===== src/asrm_pkg.sv =====
/*
  Package for the asynchronous static memory controller: timing figures,
  derived cycle counts, widths and the state enumeration.
  Assumes a single 50 MHz system clock.
*/
package asrm_pkg;

  // ********************
  // widths
  // ********************
  localparam int ADDR_W = 15;
  localparam int DATA_W = 8;

  // ********************
  // timing in ns and clock
  // ********************
  localparam int CLK_PERIOD_NS = 20;
  localparam int T_CYCLE_MIN_NS = 15;
  localparam int T_WRITE_PULSE_MIN_NS = 12;
  localparam int T_ADDR_TO_END_MIN_NS = 12;
  localparam int T_DATA_TO_END_MIN_NS = 7;
  localparam int T_ACCESS_MAX_NS = 15;
  localparam int T_OE_ACCESS_MAX_NS = 8;
  localparam int T_OUT_OFF_MAX_NS = 8;
  localparam int T_WE_OFF_MAX_NS = 7;

  function automatic int ceil_cyc(input int ns);
    int c;
    c = (ns + CLK_PERIOD_NS - 1) / CLK_PERIOD_NS;
    return (c < 1) ? 1 : c;
  endfunction : ceil_cyc

  // ********************
  // derived cycle counts
  // ********************
  localparam int WR_PULSE_CYC = ceil_cyc(T_WRITE_PULSE_MIN_NS);
  localparam int RD_WAIT_CYC = ceil_cyc(T_ACCESS_MAX_NS);
  localparam int TURN_CYC = ceil_cyc(T_OUT_OFF_MAX_NS);
  localparam int CYC_MIN_CYC = ceil_cyc(T_CYCLE_MIN_NS);
  localparam int CNT_W = 4;

  typedef enum logic [2:0] {
    ASRM_IDLE,
    ASRM_RD_ACCESS,
    ASRM_RD_DONE,
    ASRM_WR_PULSE,
    ASRM_WR_END,
    ASRM_TURN
  } asrm_state_t;

endpackage : asrm_pkg


===== src/asrm_req_if.sv =====
/*
  Request and answer bundle between the controller core and its timer.
  Assumes both ends share mclk.
*/
`timescale 1ns/100ps
interface asrm_req_if;
  import asrm_pkg::*;
  logic load;
  logic [CNT_W-1:0] count;
  logic done;
  modport core (output load, output count, input done);
  modport timer (input load, input count, output done);
endinterface : asrm_req_if


===== src/asrm_timer.sv =====
/*
  Down counter that measures pin intervals in whole clock cycles.
  Assumes load is a one-cycle pulse from the controller core.
*/
`timescale 1ns/100ps
module asrm_timer (
  input wire logic mclk,
  input wire logic sys_rst,
  asrm_req_if.timer tmr
);
  import asrm_pkg::*;

  logic [CNT_W-1:0] remain;

  always_ff @(posedge mclk) begin
    if (sys_rst) begin
      remain <= '0;
    end else if (tmr.load) begin
      remain <= tmr.count;
    end else if (remain != '0) begin
      remain <= remain - 4'h1;
    end
  end

  // done during the last counted cycle, and while idle with no load
  assign tmr.done = (remain == 4'h1) || ((remain == '0) && !tmr.load);

endmodule : asrm_timer


===== src/asrm_ctrl.sv =====
/*
  Controller driving an asynchronous 32K x 8 static memory by its pins.
  One read or write request at a time; the memory sits outside.
  Assumes the memory data pins are resolved outside from oe.
  Assumes every cycle parameter is at least 1 and fits the timer width.
*/
`timescale 1ns/100ps
module asrm_ctrl #(
  parameter int WR_CYC = asrm_pkg::WR_PULSE_CYC,
  parameter int RD_CYC = asrm_pkg::RD_WAIT_CYC,
  parameter int TA_CYC = asrm_pkg::TURN_CYC
) (
  input wire logic mclk,
  input wire logic sys_rst,
  input wire logic req_valid,
  input wire logic req_write,
  input wire logic [asrm_pkg::ADDR_W-1:0] req_addr,
  input wire logic [asrm_pkg::DATA_W-1:0] req_wdata,
  output logic req_ready,
  output logic rsp_valid,
  output logic [asrm_pkg::DATA_W-1:0] rsp_rdata,
  output logic [asrm_pkg::ADDR_W-1:0] word_address,
  output logic chip_sel_n,
  output logic out_en_n,
  output logic write_en_n,
  input wire logic [asrm_pkg::DATA_W-1:0] byte_data_bus_i,
  output logic [asrm_pkg::DATA_W-1:0] byte_data_bus_o,
  output logic byte_data_bus_oe
);
  import asrm_pkg::*;

  asrm_state_t state;
  asrm_state_t next_state;
  asrm_req_if tif ();

  asrm_timer u_timer (
    .mclk(mclk),
    .sys_rst(sys_rst),
    .tmr(tif)
  );

  // ********************
  // sequencing
  // ********************
  // every phase lasts at least one full 20 ns cycle, so the 15 ns cycle
  // time and the 0 ns setup and hold figures are met with margin
  always_comb begin
    next_state = state;
    tif.load = 1'b0;
    tif.count = '0;
    unique case (state)
      ASRM_IDLE: begin
        if (req_valid) begin
          tif.load = 1'b1;
          if (req_write) begin
            tif.count = CNT_W'(WR_CYC);
            next_state = ASRM_WR_PULSE;
          end else begin
            tif.count = CNT_W'(RD_CYC);
            next_state = ASRM_RD_ACCESS;
          end
        end
      end
      ASRM_RD_ACCESS: begin
        if (tif.done) begin
          next_state = ASRM_RD_DONE;
        end
      end
      ASRM_RD_DONE: begin
        // memory may still drive for up to 8 ns after release
        tif.load = 1'b1;
        tif.count = CNT_W'(TA_CYC);
        next_state = ASRM_TURN;
      end
      ASRM_WR_PULSE: begin
        if (tif.done) begin
          next_state = ASRM_WR_END;
        end
      end
      ASRM_WR_END: begin
        tif.load = 1'b1;
        tif.count = CNT_W'(TA_CYC);
        next_state = ASRM_TURN;
      end
      ASRM_TURN: begin
        if (tif.done) begin
          next_state = ASRM_IDLE;
        end
      end
    endcase
  end

  always_ff @(posedge mclk) begin
    if (sys_rst) begin
      state <= ASRM_IDLE;
    end else begin
      state <= next_state;
    end
  end

  assign req_ready = (state == ASRM_IDLE);

  // ********************
  // pins
  // ********************
  // address and data are latched at acceptance and stay put until the
  // next request, so they are stable across the whole select window
  always_ff @(posedge mclk) begin
    if (sys_rst) begin
      word_address <= '0;
      byte_data_bus_o <= '0;
    end else if (state == ASRM_IDLE && req_valid) begin
      word_address <= req_addr;
      byte_data_bus_o <= req_wdata;
    end
  end

  // select frames the whole access, the write end cycle included, so a
  // write is always ended by write enable and never by select
  always_ff @(posedge mclk) begin
    if (sys_rst) begin
      chip_sel_n <= 1'b1;
    end else begin
      unique case (next_state)
        ASRM_RD_ACCESS, ASRM_WR_PULSE, ASRM_WR_END: begin
          chip_sel_n <= 1'b0;
        end
        default: begin
          chip_sel_n <= 1'b1;
        end
      endcase
    end
  end

  // output enable and write enable never fall together, so the memory
  // outputs stay off through every write
  always_ff @(posedge mclk) begin
    if (sys_rst) begin
      out_en_n <= 1'b1;
      write_en_n <= 1'b1;
    end else begin
      unique case (next_state)
        ASRM_RD_ACCESS: begin
          out_en_n <= 1'b0;
          write_en_n <= 1'b1;
        end
        ASRM_WR_PULSE: begin
          out_en_n <= 1'b1;
          write_en_n <= 1'b0;
        end
        ASRM_WR_END: begin
          // write ends here while select is still low
          out_en_n <= 1'b1;
          write_en_n <= 1'b1;
        end
        default: begin
          out_en_n <= 1'b1;
          write_en_n <= 1'b1;
        end
      endcase
    end
  end

  // a read leaves the memory driving for up to 8 ns after release; the
  // turnaround state keeps the controller off the pins a full cycle more
  always_ff @(posedge mclk) begin
    if (sys_rst) begin
      byte_data_bus_oe <= 1'b0;
    end else begin
      unique case (next_state)
        ASRM_WR_PULSE, ASRM_WR_END: begin
          byte_data_bus_oe <= 1'b1;
        end
        default: begin
          byte_data_bus_oe <= 1'b0;
        end
      endcase
    end
  end

  // ********************
  // read answer
  // ********************
  // sampled at the end of the access wait, well past 15 ns; slower grades
  // are handled by raising the cycle parameters
  always_ff @(posedge mclk) begin
    if (sys_rst) begin
      rsp_valid <= 1'b0;
      rsp_rdata <= '0;
    end else begin
      rsp_valid <= 1'b0;
      if (state == ASRM_RD_ACCESS && tif.done) begin
        rsp_valid <= 1'b1;
        rsp_rdata <= byte_data_bus_i;
      end
    end
  end

endmodule : asrm_ctrl


===== config.mk =====
export PLATFORM = sky130hd
export DESIGN_NAME = asrm_ctrl
export DESIGN_NICKNAME = d
export VERILOG_FILES = /design/src/asrm_pkg.sv /design/src/asrm_req_if.sv /design/src/asrm_timer.sv /design/src/asrm_ctrl.sv
export SDC_FILE = /design/constraint.sdc
export NUM_CORES = 1
export LEC_CHECK = 0
export ABC_AREA = 0
export BUFFER_PORTS_ARGS = -buffer_cell sky130_fd_sc_hd__buf_4
export CORE_ASPECT_RATIO = 2
export CORE_MARGIN = 2
export CORE_UTILIZATION = 47
export CTS_CLUSTER_DIAMETER = 100
export DETAILED_ROUTE_END_ITERATION = 12
export PLACE_DENSITY = 0.84
export SYNTH_ARGS = -nofsm -noshare
export SYNTH_HDL_FRONTEND = slang
export SYNTH_SLANG_ARGS = --single-unit

===== constraint.sdc =====
create_clock -name mclk -period 2.3 [get_ports mclk]
set_clock_uncertainty 0.15 [all_clocks]
set_input_delay 0.115 -clock mclk [delete_from_list [all_inputs] [get_ports mclk]]
set_output_delay 0.115 -clock mclk [all_outputs]
set_load 0.05 [all_outputs]

==> results of run 1 <==
[worst max-delay path, cell delays in order, from the launching register on]
cell      delay [ns]
dfxtp_1         0.38
inv_1           0.08
ha_1            0.23
or2_4           0.26
a211oi_1        0.39
nor4b_4         0.12
mux2_4          0.31
[cell type report]
cell class              instances  area (µm²)  share of cell area [%]
flip-flops and latches         43         861                    32.5
clock buffers                   7        76.3                    2.88
multi-input cells             135         763                    28.8
inverters                       4        15.0                   0.567
repair buffers                105         866                    32.7
well taps                      49        61.3                    2.32
clock inverters                 1        5.00                   0.189
[repair_timing]
item                                   4_1_cts  5_1_grt
endpoints found under the hold margin       31        0
hold buffers                                31        0
gates resized for setup                      0        0
[layer usage]
| layer | share of wire [%] | wire, µm | vias to the layer above | track usage (%) |
|---|---|---|---|---|
| met2 | 57 | 2670 | 60 | 40.9 |
| met1 | 35 | 1630 | 773 | 21.2 |
| met4 | 5.0 | 238 | 0 | 15.2 |
| met3 | 3.7 | 176 | 20 | 4.44 |
| li1 | - | - | 839 | - |
| met5 | 0 | 0 | - | 0 |
[registers in the layout, indices dropped and copies added, names as in the netlist]
signal	flops
word_address	15
state	3
chip_sel_n	1
write_en_n	1
byte_data_bus_o	8
byte_data_bus_oe	1
out_en_n	1
rsp_valid	1
rsp_rdata	8
u_timer.remain	4
[worst paths after layout]
path                                                         to                       startpoint  slack, ns  cells after the start
worst min-delay path                        state[2]$_SDFF_PP0_                        req_valid       0.06                      3
worst min register to register  byte_data_bus_o[0]$_SDFFE_PP0P_  byte_data_bus_o[0]$_SDFFE_PP0P_       0.31                      2
worst max register to register      byte_data_bus_oe$_SDFF_PP0_   u_timer.remain[0]$_SDFFE_PP0N_       0.28                      6
worst max-delay path                byte_data_bus_oe$_SDFF_PP0_   u_timer.remain[0]$_SDFFE_PP0N_       0.28                      6
[per-stage QoR]
stage	hold slack (ns)	instances
after floorplan	0.101	194
after global routing	0.0847	344
after CTS	0.0589	344
after detailed placement	0.204	305
after global placement	0.198	305
final	0.0627	344
[kinds of logic (layout without fill, tap and decap cells)]
kind of cell,after synthesis,in the layout,share of synthesized area (%)
AO/OA/AOI/OAI,35,35,12.1
XOR/XNOR,1,1,0.512
adder cells (fa/ha/maj),3,3,2.19
buffers and inverters,16,117,5.12
flip-flops,43,43,50.3
multiplexers,10,10,6.21
AND/OR/NAND/NOR,86,86,23.6
[power by group through the flow]
stage	registers, µW	clock network (µW)	logic, µW
floorplan	1570	0	848
global placement	1090	0	1700
detailed placement	1100	0	1730
CTS	1090	468	1780
global route	1110	489	1930
finish	1090	458	1790
[layout by cell type, fill, tap and decap left out, types with 2 or more instances in the layout]
master,synthesis,final
clkbuf_8,0,5
nor2_1,15,15
nor2b_1,3,3
a211oi_1,3,3
ha_1,3,3
clkbuf_1,5,2
dfxtp_1,43,43
nand2b_1,3,3
a21oi_1,26,26
inv_1,4,4
dlygate4sd3_1,0,31
mux2i_1,8,8
nor3_1,2,2
buf_4,4,74
nand2_1,51,51
==> metrics.csv, run 1 <==
metric,value,unit
Syn Nets,232,
Die H,89.3,µm
Tmin final,2.02,ns
RSZ-0062 raised after global routing,no,
final total power,3340,µW
ys async rst share,0,%
initial antenna violation count,0,
Sum Neg Setup Slack,0,ns
"area leader, netlist",dfxtp_1,
CTS tree,built,
Sw Pwr,1530,µW
post-route clock period utilization,87.8,%
Area contributors post-synth,"dfxtp_1 (50%), nand2_1 (11%), a21oi_1 (7.6%), mux2i_1 (4.7%), nor2_1 (3.3%)",
combinational power share,53.6,%
row count,31,
routed vias,1692,
"count leader, synth",nand2_1,
CTS Buf Count,5,
first-pass GRT wire length,6720,µm
max-capacitance violation count,0,
Area after DPL,2260,µm²
largest net degree at the start of global routing,38,
Leakage,0.00122,µW
peak supply drop,1010,µV
initial DRC count,28,
initial core utilization,48.0,%
Vias/cell,4.92,
clk sinks,43,
Finished Cell Area,2650,µm²
die area,4170,µm²
Seq cells post-synth,43,
count of final setup violators,0,
Final Core Density,74.2,%
Syn-to-layout area delta,54.7,%
Place WS,0.285,ns
Worst-Skew Late Latency,0.29,ns
Pint,1820,µW
WS Path Type,reg -> reg,
Layout Nets,332,
Max transition margin,74.4,%
FMAX,495,MHz
post-synthesis sequential area ratio,50.3,%
predominant post-synthesis flop cell,dfxtp_1,
H-tree depth,2,
GP Congestion,0.828,
"Reg clk slew, reported paths",0.08,ns
Setup Buffers After CTS,0,
diodes inserted,0,
share of cells above drive strength 1,30.5,%
DRC,0,
die width,46.7,µm
Detailed Place HPWL,2820,µm
core footprint,3570,µm²
CP Capture Type,flip-flop,
WL per Instance,13.7,µm
Worst Path Required,2.34,ns
Post-synth EDFFs,0,
Max Root-Sink Buffers,2,
Synth top area share,50.3,%
synthesized area per cell,8.82,µm²
Slew Limit Fails,0,
IO Pins,72,
CP Max Fanout,5,
Worst Path Arrival,2.06,ns
Clk pwr share,13.7,%
fill count,266,
CTS Root Cell,clkbuf_8,
GRT Total Usage,22.5,%
status,"finished, final reports clean",
sw frac,45.6,%
Worst Hold Class,in -> reg,
DR pass1 iterations,4,
synth warn,0,
Flop pwr share,32.7,%
total gr overflow,0,
post-route ant nets,0,
PortBufs,71,
cells after synthesis,194,
setup ws final,0.280,ns
Post-synth top cells,"nand2_1 (51), dfxtp_1 (43), a21oi_1 (26), nor2_1 (15), mux2i_1 (8)",
vias in the first global route,1591,
Synth Cell Area,1710,µm²
Final Hold Violating Endpoints,0,
critical path launch point type,flip-flop,
Post-Route WL,4720,µm
Pwr Density,1260,nW/µm²
Yosys cell types,37,
Slew @ Worst Pin,0.381,ns
Note: power is estimated with default switching activity, not from simulation.
==> inputs of run 2 (changes only) <==
--- a/config.mk
+++ b/config.mk
@@ -9,10 +9,10 @@
 export BUFFER_PORTS_ARGS = -buffer_cell sky130_fd_sc_hd__buf_4
 export CORE_ASPECT_RATIO = 2
 export CORE_MARGIN = 2
-export CORE_UTILIZATION = 47
+export CORE_UTILIZATION = 42
 export CTS_CLUSTER_DIAMETER = 100
 export DETAILED_ROUTE_END_ITERATION = 12
-export PLACE_DENSITY = 0.84
+export PLACE_DENSITY = 0.79
 export SYNTH_ARGS = -nofsm -noshare
 export SYNTH_HDL_FRONTEND = slang
 export SYNTH_SLANG_ARGS = --single-unit
==> constraint.sdc (replaced) <==
create_clock -name mclk -period 1.65 [get_ports mclk]
set_clock_uncertainty 0.15 [all_clocks]
set_input_delay 0.0825 -clock mclk [delete_from_list [all_inputs] [get_ports mclk]]
set_output_delay 0.0825 -clock mclk [all_outputs]
set_load 0.05 [all_outputs]
==> metrics.csv, run 2 (synthesized netlist as in run 1, its figures left out) <==
metric,value,unit
first-pass GRT wire length,7510,µm
post-route ant nets,0,
sw frac,44.7,%
vias in the first global route,1738,
Pwr Density,1790,nW/µm²
GP Congestion,0.941,
CP Max Fanout,5,
critical path launch point type,flip-flop,
WS Path Type,reg -> reg,
Max Root-Sink Buffers,2,
CP max stage delay,0.36,ns
CTS Root Cell,clkbuf_8,
DRC,0,
Tmin final,1.76,ns
Worst Hold Class,in -> reg,
DR pass1 iterations,4,
"Reg clk slew, reported paths",0.08,ns
fill count,267,
Area after DPL,2410,µm²
CP Cell Sequence,inv_4 > ha_4 > or2_4 > a211oi_4 > nor4b_4 > mux2_4,
final total power,5190,µW
H-tree depth,2,
Top reg by flops,word_address,
Worst Path Required,1.68,ns
share of cells above drive strength 1,38.9,%
Leakage,0.00132,µW
CTS Buf Count,5,
row count,32,
Slew @ Worst Pin,0.294,ns
die width,49.1,µm
combinational power share,58.5,%
CTS tree,built,
initial DRC count,17,
largest net degree at the start of global routing,26,
IO Pins,72,
Final Hold Violating Endpoints,0,
status,"complete, but fails checks",
setup ws final,-0.113,ns
violated checks,setup timing,
Finished Cell Area,2890,µm²
Post-Route WL,4870,µm
Sw Pwr,2320,µW
registers with the most flip-flops,"word_address: 15 flops, byte_data_bus_o: 8 flops, rsp_rdata: 8 flops",
number of flip-flops in the largest register,15,
core footprint,3880,µm²
RSZ-0062 raised after global routing,yes,
Worst path top cell family by delay,simple AND/OR/NAND/NOR gates,
count of final setup violators,6,
Worst Path Arrival,1.80,ns
Layout Nets,348,
Worst-Skew Late Latency,0.29,ns
Syn-to-layout area delta,69.0,%
"commonest non-fill, non-tap cell in the layout",buf_4,
total gr overflow,0,
WP buf/inv,1,
initial core utilization,44.1,%
"commonest cells after routing, fill and taps aside","buf_4 (88), nand2_1 (49), dfxtp_1 (41)",
CP Capture Type,flip-flop,
Place WS,-0.193,ns
routed vias,1735,
post-route clock period utilization,107,%
Clk pwr share,12.3,%
Vias/cell,4.79,
diodes inserted,0,
Pint,2870,µW
Detailed Place HPWL,3130,µm
Flop pwr share,29.2,%
max-capacitance violation count,0,
WL per Instance,13.5,µm
Hold WS,0.0973,ns
peak supply drop,1280,µV
PortBufs,71,
initial antenna violation count,0,
register area,866,µm²
Die H,94.3,µm
CP max-delay cell,dfxtp_2,
Slew Limit Fails,0,
FMAX,567,MHz
area of the multi-input gates,857,µm²
clk sinks,43,
GRT Total Usage,21.5,%
Max transition margin,80.2,%
die area,4630,µm²
## run 2: power groups by stage
stage                     Combinational, µW  Clock (µW)  Sequential [µW]
after floorplan                        1300           0             2210
after global placement                 2760           0             1490
after detailed placement               2800           0             1510
after CTS                              2980         661             1510
after global routing                   3230         707             1540
final                                  3030         639             1520
## run 2: area by class of cell
type,instances,share of cell area [%]
repair buffers,121,34.6
flip-flops and latches,43,29.9
multi-input cells,135,29.6
clock buffers,6,2.51
well taps,51,2.21
inverters,4,0.692
clock inverters,2,0.433
## run 2: tightest hold or removal path: stages
cell and delay (ns):
buf_4 0.14, nand2_2 0.09, a31oi_4 0.13, nand2b_4 0.06
## run 2: path summary, 6_finish.rpt
path	startpoint	end	slack [ns]	cells past startpoint
max reg2reg	u_timer.remain[1]$_SDFFE_PP0N_	byte_data_bus_oe$_SDFF_PP0_	-0.11	6
min	req_valid	write_en_n$_SDFF_PP1_	0.1	4
max	u_timer.remain[1]$_SDFFE_PP0N_	byte_data_bus_oe$_SDFF_PP0_	-0.11	6
min reg2reg	byte_data_bus_o[4]$_SDFFE_PP0P_	byte_data_bus_o[4]$_SDFFE_PP0P_	0.31	2
## run 2: per-stage QoR
stage	TNS [ns]	cells	utilization [%]
floorplan	-2.29	194	-
global placement	-0.308	320	62.0
detailed placement	-0.660	320	62.0
CTS	-0.259	361	74.0
global route	-0.936	362	74.5
finish	-0.326	362	74.5
## run 2: what timing repair did
action | in CTS | in global routing
hold buffers | 32 | 0
gates resized for setup | 13 | 2
setup endpoints to repair | 6 | 17
gates cloned | 0 | 0
pin swaps | 7 | 3
hold endpoints to repair | 35 | 0
buffers inserted | 2 | 1
## run 2: layer usage
| layer | vias up | wire (µm) | GRT usage [%] |
|---|---|---|---|
| li1 | 870 | - | - |
| met1 | 791 | 1610 | 18.7 |
| met2 | 54 | 2850 | 42.5 |
| met3 | 20 | 179 | 3.98 |
| met4 | 0 | 227 | 14.3 |
| met5 | - | 0 | 0 |
